<file path="config.mk">
export PLATFORM = sky130hd
export DESIGN_NAME = bmwa_top
export DESIGN_NICKNAME = d
export VERILOG_FILES = /design/src/verilog/bmwa_pkg.sv /design/src/verilog/bmwa_sync.sv /design/src/verilog/bmwa_top.sv
export SDC_FILE = /design/constraint.sdc
export NUM_CORES = 1
export LEC_CHECK = 0
export ABC_AREA = 1
export BUFFER_PORTS_ARGS = -buffer_cell sky130_fd_sc_hd__buf_2
export CAP_MARGIN = 20
export CORE_MARGIN = 2
export CORE_UTILIZATION = 37
export DETAILED_ROUTE_END_ITERATION = 12
export PLACE_DENSITY_LB_ADDON = 0.12
export SLEW_MARGIN = 5
export SYNTH_ARGS = -nofsm -noshare
export SYNTH_HDL_FRONTEND = slang
export SYNTH_HIERARCHICAL = 1
export SYNTH_SLANG_ARGS = --single-unit
</file>
<file path="constraint.sdc">
create_clock -name sys_clk -period 1.4 [get_ports sys_clk]
set_input_delay 0.07 -clock sys_clk [delete_from_list [all_inputs] [get_ports sys_clk]]
set_output_delay 0.07 -clock sys_clk [all_outputs]
set_load 0.05 [all_outputs]
</file>
<file path="src/verilog/bmwa_pkg.sv">
// Package for the bus master write and arbitration block.
// Assumes a single sys_clk domain; all constants shared by design and bench.
package bmwa_pkg;

  // Grant negate delay after acknowledge changes, in clock cycles.
  localparam logic [3:0] BMWA_GNT_NEG_DLY = 4'h2;
  // Grant reassert delay after negation, in clock cycles.
  localparam logic [3:0] BMWA_GNT_REA_DLY = 4'h2;
  // Reset value of active-high internal strobes and grant.
  localparam logic       BMWA_RST_OFF     = 1'b0;

  // Processor bus phases as seen by this block.
  typedef enum logic [2:0] {
    BMWA_BUS_IDLE,
    BMWA_BUS_S0,
    BMWA_BUS_S1,
    BMWA_BUS_ADDR,
    BMWA_BUS_DATA,
    BMWA_BUS_RMW_GAP,
    BMWA_BUS_END
  } bmwa_bus_t;

  // Arbitration states.
  typedef enum logic [2:0] {
    BMWA_ARB_OWN,
    BMWA_ARB_WAIT_S0,
    BMWA_ARB_GRANT,
    BMWA_ARB_ACKED,
    BMWA_ARB_NEG_WAIT,
    BMWA_ARB_REASSERT
  } bmwa_arb_t;

endpackage : bmwa_pkg

</file>
<file path="src/verilog/bmwa_sync.sv">
// Two-flop synchroniser for one level input.
// Assumes the input is asynchronous to sys_clk.
module bmwa_sync
  import bmwa_pkg::*;
(
  input  wire logic sys_clk,
  input  wire logic resetn,
  input  wire logic async_in,
  output logic      sync_out
);

  logic meta_r;
  logic meta_nxt;
  logic sync_r;
  logic sync_nxt;

  always_comb begin
    meta_nxt = async_in;
    sync_nxt = meta_r;
  end

  always_ff @(posedge sys_clk) begin
    if (!resetn) begin
      meta_r <= BMWA_RST_OFF;
      sync_r <= BMWA_RST_OFF;
    end else begin
      meta_r <= meta_nxt;
      sync_r <= sync_nxt;
    end
  end

  assign sync_out = sync_r;

endmodule : bmwa_sync

</file>
<file path="src/verilog/bmwa_top.sv">
// Bus master write strobes, read-modify-write sequencing and arbitration.
// Assumes a core issues one-cycle cycle requests; the pins except resetn are active high.
// What this block does
// Word writes strobe upper and lower byte lanes together.
// Byte writes: select bit zero picks upper lane, one picks lower.
// Read-modify-write reads then writes same address, strobe held throughout.
// Read-modify-write cycles only for the atomic flag op, single byte.
// On request, release bus only after the started cycle ends.
// Requests are accepted while own transfers are in progress.
// Request withdrawn before acknowledge returns device to normal work.
// Grant asserted right after request synchronisation.
// Request in bus state zero delays grant to second edge.
// Other master waits for strobe, transfer ack and grant ack negated.
// Nobody takes the bus while the address strobe is asserted.
// Master owns the bus while it holds grant acknowledge.
// Granted master drops its request after acknowledging.
// Grant negates after acknowledge changes; reasserts soon if pending.
// No own bus cycle between grant negation and reassertion.
// Asynchronous inputs synchronised before internal use.
// Grant and three-state update on edge after synchronised inputs.
// Three-state control floats buses once address strobe negates.
// Arbitration holds state while bus is in state zero or one.
// External logic times the cycle and raises the bus fault input.
// Grant negate and reassert delays are fixed cycle counts.
module bmwa_top
  import bmwa_pkg::*;
(
  input  wire logic        sys_clk,
  input  wire logic        resetn,
  input  wire logic        cyc_start,
  input  wire logic        cyc_write,
  input  wire logic        cyc_word,
  input  wire logic        cyc_atomic,
  input  wire logic        byte_select_bit,
  input  wire logic [15:0] cyc_wdata,
  output logic             cyc_ready,
  output logic             cyc_done,
  output logic [15:0]      cyc_rdata,
  input  wire logic        mastership_request,
  input  wire logic        grant_acknowledge,
  input  wire logic        transfer_acknowledge,
  input  wire logic        bus_fault_input,
  input  wire logic [15:0] data_in,
  output logic [15:0]      data_out,
  output logic             data_oe,
  output logic             addr_valid_strobe,
  output logic             upper_byte_strobe,
  output logic             lower_byte_strobe,
  output logic             write_not_read,
  output logic             ctrl_oe,
  output logic             mastership_grant
);

  logic        req_s, ack_s, transfer_acknowledge_s, fault_s;
  bmwa_bus_t   bus_r, bus_nxt;
  logic        wr_r, wr_nxt;
  logic        word_r, word_nxt;
  logic        sel_r, sel_nxt;
  logic        rmw_r, rmw_nxt;
  logic        rmw_wr_r, rmw_wr_nxt;
  logic [15:0] wdata_r, wdata_nxt;
  logic [15:0] rdata_r, rdata_nxt;
  logic        done_r, done_nxt;
  bmwa_arb_t   arb_r, arb_nxt;
  logic        gnt_r, gnt_nxt;
  logic        tri_r, tri_nxt;
  logic [3:0]  cnt_r, cnt_nxt;

  // sync each input
  bmwa_sync u_sync_req (
    .sys_clk  (sys_clk),
    .resetn   (resetn),
    .async_in (mastership_request),
    .sync_out (req_s)
  );
  bmwa_sync u_sync_ack (
    .sys_clk  (sys_clk),
    .resetn   (resetn),
    .async_in (grant_acknowledge),
    .sync_out (ack_s)
  );
  bmwa_sync u_sync_transfer_acknowledge (
    .sys_clk  (sys_clk),
    .resetn   (resetn),
    .async_in (transfer_acknowledge),
    .sync_out (transfer_acknowledge_s)
  );
  bmwa_sync u_sync_fault (
    .sys_clk  (sys_clk),
    .resetn   (resetn),
    .async_in (bus_fault_input),
    .sync_out (fault_s)
  );

  // Byte lane choice shared by both strobes.
  function automatic logic [1:0] lanes(input logic word, input logic sel);
    // both lanes word
    if (word) begin
      lanes = 2'h3;
    // select bit lane
    end else if (!sel) begin
      lanes = 2'h2;
    end else begin
      lanes = 2'h1;
    end
  endfunction : lanes

  // no own cycles
  assign cyc_ready = (bus_r == BMWA_BUS_IDLE) && !tri_r
                     && (arb_r == BMWA_ARB_OWN) && !req_s;

  always_comb begin
    bus_nxt    = bus_r;
    wr_nxt     = wr_r;
    word_nxt   = word_r;
    sel_nxt    = sel_r;
    rmw_nxt    = rmw_r;
    rmw_wr_nxt = rmw_wr_r;
    wdata_nxt  = wdata_r;
    rdata_nxt  = rdata_r;
    done_nxt   = 1'b0;
    case (bus_r)
      BMWA_BUS_IDLE: begin
        if (cyc_start && cyc_ready) begin
          bus_nxt    = BMWA_BUS_S0;
          // atomic is byte
          rmw_nxt    = cyc_atomic;
          word_nxt   = cyc_word && !cyc_atomic;
          wr_nxt     = cyc_write && !cyc_atomic;
          sel_nxt    = byte_select_bit;
          wdata_nxt  = cyc_wdata;
          rmw_wr_nxt = 1'b0;
        end
      end
      BMWA_BUS_S0:   bus_nxt = BMWA_BUS_S1;
      BMWA_BUS_S1:   bus_nxt = BMWA_BUS_ADDR;
      BMWA_BUS_ADDR: bus_nxt = BMWA_BUS_DATA;
      BMWA_BUS_DATA: begin
        if (fault_s) begin
          bus_nxt = BMWA_BUS_END;
        end else if (transfer_acknowledge_s) begin
          if (!wr_r) begin
            rdata_nxt = data_in;
          end
          // write back held strobe
          if (rmw_r && !rmw_wr_r) begin
            bus_nxt = BMWA_BUS_RMW_GAP;
          end else begin
            bus_nxt = BMWA_BUS_END;
          end
        end
      end
      BMWA_BUS_RMW_GAP: begin
        // The read acknowledge must clear first, or it would end the write.
        if (cyc_start && cyc_write && !transfer_acknowledge_s) begin
          wdata_nxt  = cyc_wdata;
          wr_nxt     = 1'b1;
          rmw_wr_nxt = 1'b1;
          bus_nxt    = BMWA_BUS_DATA;
        end
      end
      BMWA_BUS_END: begin
        done_nxt = 1'b1;
        bus_nxt  = BMWA_BUS_IDLE;
      end
      default: bus_nxt = BMWA_BUS_IDLE;
    endcase
  end

  always_ff @(posedge sys_clk) begin
    if (!resetn) begin
      bus_r    <= BMWA_BUS_IDLE;
      wr_r     <= BMWA_RST_OFF;
      word_r   <= BMWA_RST_OFF;
      sel_r    <= BMWA_RST_OFF;
      rmw_r    <= BMWA_RST_OFF;
      rmw_wr_r <= BMWA_RST_OFF;
      wdata_r  <= 16'h0000;
      rdata_r  <= 16'h0000;
      done_r   <= BMWA_RST_OFF;
    end else begin
      bus_r    <= bus_nxt;
      wr_r     <= wr_nxt;
      word_r   <= word_nxt;
      sel_r    <= sel_nxt;
      rmw_r    <= rmw_nxt;
      rmw_wr_r <= rmw_wr_nxt;
      wdata_r  <= wdata_nxt;
      rdata_r  <= rdata_nxt;
      done_r   <= done_nxt;
    end
  end

  // arbitration runs alongside transfers
  always_comb begin
    arb_nxt      = arb_r;
    gnt_nxt      = gnt_r;
    tri_nxt      = tri_r;
    cnt_nxt      = cnt_r;
    // hold in S0 S1
    if (bus_r != BMWA_BUS_S0 && bus_r != BMWA_BUS_S1) begin
      // outputs update on edge
      case (arb_r)
        BMWA_ARB_OWN: begin
          if (req_s && bus_r == BMWA_BUS_ADDR) begin
            // delay one edge
            arb_nxt = BMWA_ARB_WAIT_S0;
          end else if (req_s) begin
            // grant at once
            gnt_nxt = 1'b1;
            arb_nxt = BMWA_ARB_GRANT;
          end
        end
        BMWA_ARB_WAIT_S0: begin
          gnt_nxt = 1'b1;
          arb_nxt = BMWA_ARB_GRANT;
        end
        BMWA_ARB_GRANT: begin
          if (ack_s) begin
            // acknowledge owns bus
            tri_nxt = 1'b1;
            cnt_nxt = BMWA_GNT_NEG_DLY;
            arb_nxt = BMWA_ARB_ACKED;
          end else if (!req_s) begin
            // resume on withdraw
            gnt_nxt = 1'b0;
            arb_nxt = BMWA_ARB_OWN;
          end
        end
        BMWA_ARB_ACKED: begin
          // negate after delay
          if (cnt_r != 4'h0) begin
            cnt_nxt = cnt_r - 4'h1;
          end else begin
            gnt_nxt = 1'b0;
            cnt_nxt = BMWA_GNT_REA_DLY;
            arb_nxt = BMWA_ARB_NEG_WAIT;
          end
        end
        BMWA_ARB_NEG_WAIT: begin
          if (cnt_r != 4'h0) begin
            cnt_nxt = cnt_r - 4'h1;
          end else if (req_s) begin
            // reassert pending
            gnt_nxt = 1'b1;
            arb_nxt = BMWA_ARB_REASSERT;
          end else if (!ack_s) begin
            tri_nxt = 1'b0;
            arb_nxt = BMWA_ARB_OWN;
          end
        end
        BMWA_ARB_REASSERT: begin
          if (!ack_s) begin
            arb_nxt = BMWA_ARB_GRANT;
            tri_nxt = 1'b0;
          end
        end
        default: arb_nxt = BMWA_ARB_OWN;
      endcase
    end
  end

  always_ff @(posedge sys_clk) begin
    if (!resetn) begin
      arb_r      <= BMWA_ARB_OWN;
      gnt_r      <= BMWA_RST_OFF;
      tri_r      <= BMWA_RST_OFF;
      cnt_r      <= 4'h0;
    end else begin
      arb_r      <= arb_nxt;
      gnt_r      <= gnt_nxt;
      tri_r      <= tri_nxt;
      cnt_r      <= cnt_nxt;
    end
  end

  logic in_cyc;
  logic [1:0] ln;
  assign in_cyc = (bus_r == BMWA_BUS_ADDR) || (bus_r == BMWA_BUS_DATA)
                  || (bus_r == BMWA_BUS_RMW_GAP);
  assign ln = lanes(word_r, sel_r);

  // strobe held through
  assign addr_valid_strobe = in_cyc;
  assign upper_byte_strobe = (bus_r == BMWA_BUS_DATA) && ln[1];
  assign lower_byte_strobe = (bus_r == BMWA_BUS_DATA) && ln[0];
  assign write_not_read    = wr_r;
  assign data_out          = wdata_r;
  assign data_oe           = wr_r && in_cyc;
  // float when released
  assign ctrl_oe           = !(tri_r && !in_cyc);
  assign mastership_grant  = gnt_r;
  assign cyc_done          = done_r;
  assign cyc_rdata         = rdata_r;

endmodule : bmwa_top
</file>
==> summary.md <==
The tools report the via total after detailed routing as 2711. The repair_antennas step left the layout with diodes totalling 0. The tools report the smallest setup slack after layout as -0.1198 ns. The maximum vdd ir drop was 1.585 mV; the portion of synthesized cell area occupied by the leading cell type was 47.59%. The startpoint class of the critical path was a register. The static power due to leakage is 2.061 nW.

The clock-pin transition on the worst setup and hold timing paths came out at 0.07 ns. In this run the cell area of the synthesized design comes to 2440 um2. The root buffer cell chosen for the clock tree is sky130_fd_sc_hd__clkbuf_8. Entering global routing, the biggest net connects 25 pins.

In the global route stage, overall resource usage came out at 19.42%. The post-route non-filler standard cell count came out at 588. The clock reaches the later pin of the worst-skew pair after 0.33 ns. The first global-routing pass estimated 11.21 mm of wire.

The region available for standard cell placement spans 6350 um2. The worst pin sits at a relative slew slack of 75.69%. The row count was 29; the post-synthesis to final-layout area growth was 79.03%. Max-cap violations in this run came to 0. After the first detailed-routing iteration, the DRC count stood at 123. Leaving out fill and tap cells, the most frequent cell in the layout is sky130_fd_sc_hd__buf_2.

The worst setup path is of the reg2reg kind. Yosys printed 6 warnings. The number of top-level pins is 84. The library cells used most frequently in the layout, excluding fill and tap cells, are sky130_fd_sc_hd__buf_2 (77), sky130_fd_sc_hd__nor2_1 (76), sky130_fd_sc_hd__dfxtp_1 (51). The placer's final routability congestion estimate came out at 0.8347. Setup repair after global routing could not meet its margin everywhere.

For the worst setup path, the data required time is 1.65 ns. Global routing finished with a remaining overflow of 0. For this run, design rule violations remaining after detail routing come to 0. Of the cells placed in the final design, the portion with a size suffix greater than 1 is 49.51%.

The synthesized area per cell is 7.197 um2, and the power density normalized to cell area is 2379 nW/um2. The cell total after placement came out at 520. Sorting the synthesized cells by area gives the leading types as sky130_fd_sc_hd__dfxtp_1 (48%), sky130_fd_sc_hd__nor2_1 (15%), sky130_fd_sc_hd__nand2_1 (7.5%). The run finished, with violations left. Part of the cycle the worst path needs: 108.6%.

The run gives 10.39 mW as the total power. The floorplan step defined a die boundary enclosing 7260 um2. After legalization and detailed placement, the total HPWL measured 4.311 mm. After detailed routing, the average wire length per cell comes to 12.57 um.

The final reports fail on hold timing, setup timing. The clock passes through at most 2 buffers. Count of cell types in the netlist: 28. Measured along the y axis, the die boundary spans 85.21 um. Input and output buffers added on the ports amount to 83.

The worst setup path is captured at a register. Pin slew with the least headroom to its limit: 0.3643 ns. Data arrives at the worst endpoint at 1.77 ns. Between clock sinks in the finished design, the worst skew comes to 0.008875 ns. Yosys mapped a number of flops with a built-in enable equal to 0. The total of flip-flops plus latches after synthesis works out to 58. Kind of path behind the tightest hold check: in2reg. The final number of max-transition violations is 0. TritonCTS built the clock tree.

The biggest area consumer among synthesized cells was sky130_fd_sc_hd__dfxtp_1. The initial antenna violation count was 0; the number of standard cells after synthesis was 339. The tools report the count of final hold-check violations as 4. The worst hold margin is -0.01017 ns, and the number of nets with antenna violations after detailed routing is 0. After synthesis, the share of flip-flops with an asynchronous set or reset is 0%. The clock period minus final worst setup slack is 1.520 ns, and the number of clock sinks seen by CTS is 58. Derived from the worst setup path, the maximum achievable clock frequency is 658.0 MHz.

At the end of the flow, the number of nets in the layout was 551. The H-tree generated during clock tree synthesis spans 3 levels. Counting the buffers created by CTS gives 9. The horizontal die dimension is 85.21 um, and the first-pass iteration count of the detailed router is 4. Leading register cell type out of synthesis: sky130_fd_sc_hd__dfxtp_1.

The tools report the count of final setup violators as 28. The run gives 7.394 mm as the final routed wirelength across all metal layers. The tools report the via count of the first global-routing pass as 2519.

The sequential-to-total area share from yosys stat is 47.59%, and the via count normalized by instance count is 4.611. For this configuration, the core starts out at a cell density of 38.42%. When the netlist entered floorplanning its net count stood at 384. The largest fanout of any net on the critical path works out to 5.
## through the flow
stage,setup slack (ns),area (um2),util [%],hold slack (ns),setup TNS (ns)
2_1_floorplan,-0.1993,2457,-,0.1635,-3.010
3_3_place_gp,-0.07746,3151,49.62,0.2466,-1.354
3_5_place_dp,-0.1665,3151,49.62,0.2513,-2.914
4_1_cts,-0.1046,3956,62.31,0.0001527,-0.9445
5_1_grt,-0.2075,4368,68.79,0.0007610,-4.769
6_report,-0.1198,4368,68.79,-0.01017,-1.588
## logic make-up after synthesis
logic type | synth area share, %
and+or+nand+nor | 30.20
AOI/OAI and AO/OA | 13.08
DFF | 47.59
buffers and inverters | 7.744
adders and majority gates | 1.025
xor gates and xnor gates | 0.3590
## area by class of cell
class	instances	area [um2]
multi-input combinational	240	1533
tap	77	96.34
fill	503	1982
sequential	58	1175
clock inverter	5	77.57
inverter	36	152.6
timing repair inverter	2	27.53
timing repair buffer	159	1165
clock buffer	11	141.4
## worst max-delay path, stage by stage, from the launching register on
cell and delay [ns]:
sky130_fd_sc_hd__dfxtp_4 0.36, sky130_fd_sc_hd__nor2_4 0.14, sky130_fd_sc_hd__buf_6 0.12, sky130_fd_sc_hd__nand3_4 0.06, sky130_fd_sc_hd__nor2_4 0.14, sky130_fd_sc_hd__nand2_4 0.09
sky130_fd_sc_hd__nand2_8 0.15, sky130_fd_sc_hd__buf_6 0.13, sky130_fd_sc_hd__nand3_4 0.06, sky130_fd_sc_hd__nand2_1 0.07, sky130_fd_sc_hd__inv_1 0.04, sky130_fd_sc_hd__nor2_1 0.08
## power by group
part | internal [mW] | switching, mW
Combinational | 2.40 | 3.89
Clock | 1.05 | 0.651
Sequential | 2.10 | 0.312
## layer usage
layer  wire length (um)  vias to the layer above  global-route usage (%)
met1               3360                     1221                   23.99
met4                 61                        0                   7.648
li1                   -                     1419                       -
met2               3579                       67                   32.39
met5                  0                        -                       0
met3                393                        4                   4.961
## state kept, by name (all words and copies together), names as in the netlist, 3 cells and up
signal     cells
arb_r          3
bus_r          3
cnt_r          4
cyc_rdata     16
data_out      16
## worst paths after layout
| check | start | to | slack [ns] | cells after the start |
|---|---|---|---|---|
| setup / recovery | bus_r[0] | bus_r[0] | -0.12 | 11 |
| hold / removal | data_in[8] | cyc_rdata[8] | -0.01 | 3 |
| setup reg to reg | bus_r[0] | bus_r[0] | -0.12 | 11 |
| hold reg to reg | u_sync_transfer_acknowledge/meta_r | u_sync_transfer_acknowledge/sync_out | 0.41 | 2 |
## what timing repair did
item	CTS	global route
endpoints found under the hold margin	31	1
pin swaps	8	41
cloned	3	2
endpoints found under the setup margin	29	54
resized for setup	50	125
hold buffers	31	1
buffers inserted	11	4
## cell usage after synthesis, types with 2 or more instances
cell type and n:
sky130_fd_sc_hd__nor2_1 99, sky130_fd_sc_hd__dfxtp_1 58, sky130_fd_sc_hd__nand2_1 49, sky130_fd_sc_hd__o21ai_0 35, sky130_fd_sc_hd__inv_1 33, sky130_fd_sc_hd__a21oi_1 12
sky130_fd_sc_hd__o21ai_1 9, sky130_fd_sc_hd__nand3_1 7, sky130_fd_sc_hd__clkbuf_1 5, sky130_fd_sc_hd__nor3_1 4, sky130_fd_sc_hd__nand2_4 3, sky130_fd_sc_hd__nand3b_1 3
sky130_fd_sc_hd__buf_6 2, sky130_fd_sc_hd__ha_1 2, sky130_fd_sc_hd__inv_2 2, sky130_fd_sc_hd__nand4_1 2, sky130_fd_sc_hd__nor2_2 2, sky130_fd_sc_hd__nor2_4 2
(Power assumes the default switching activity.)
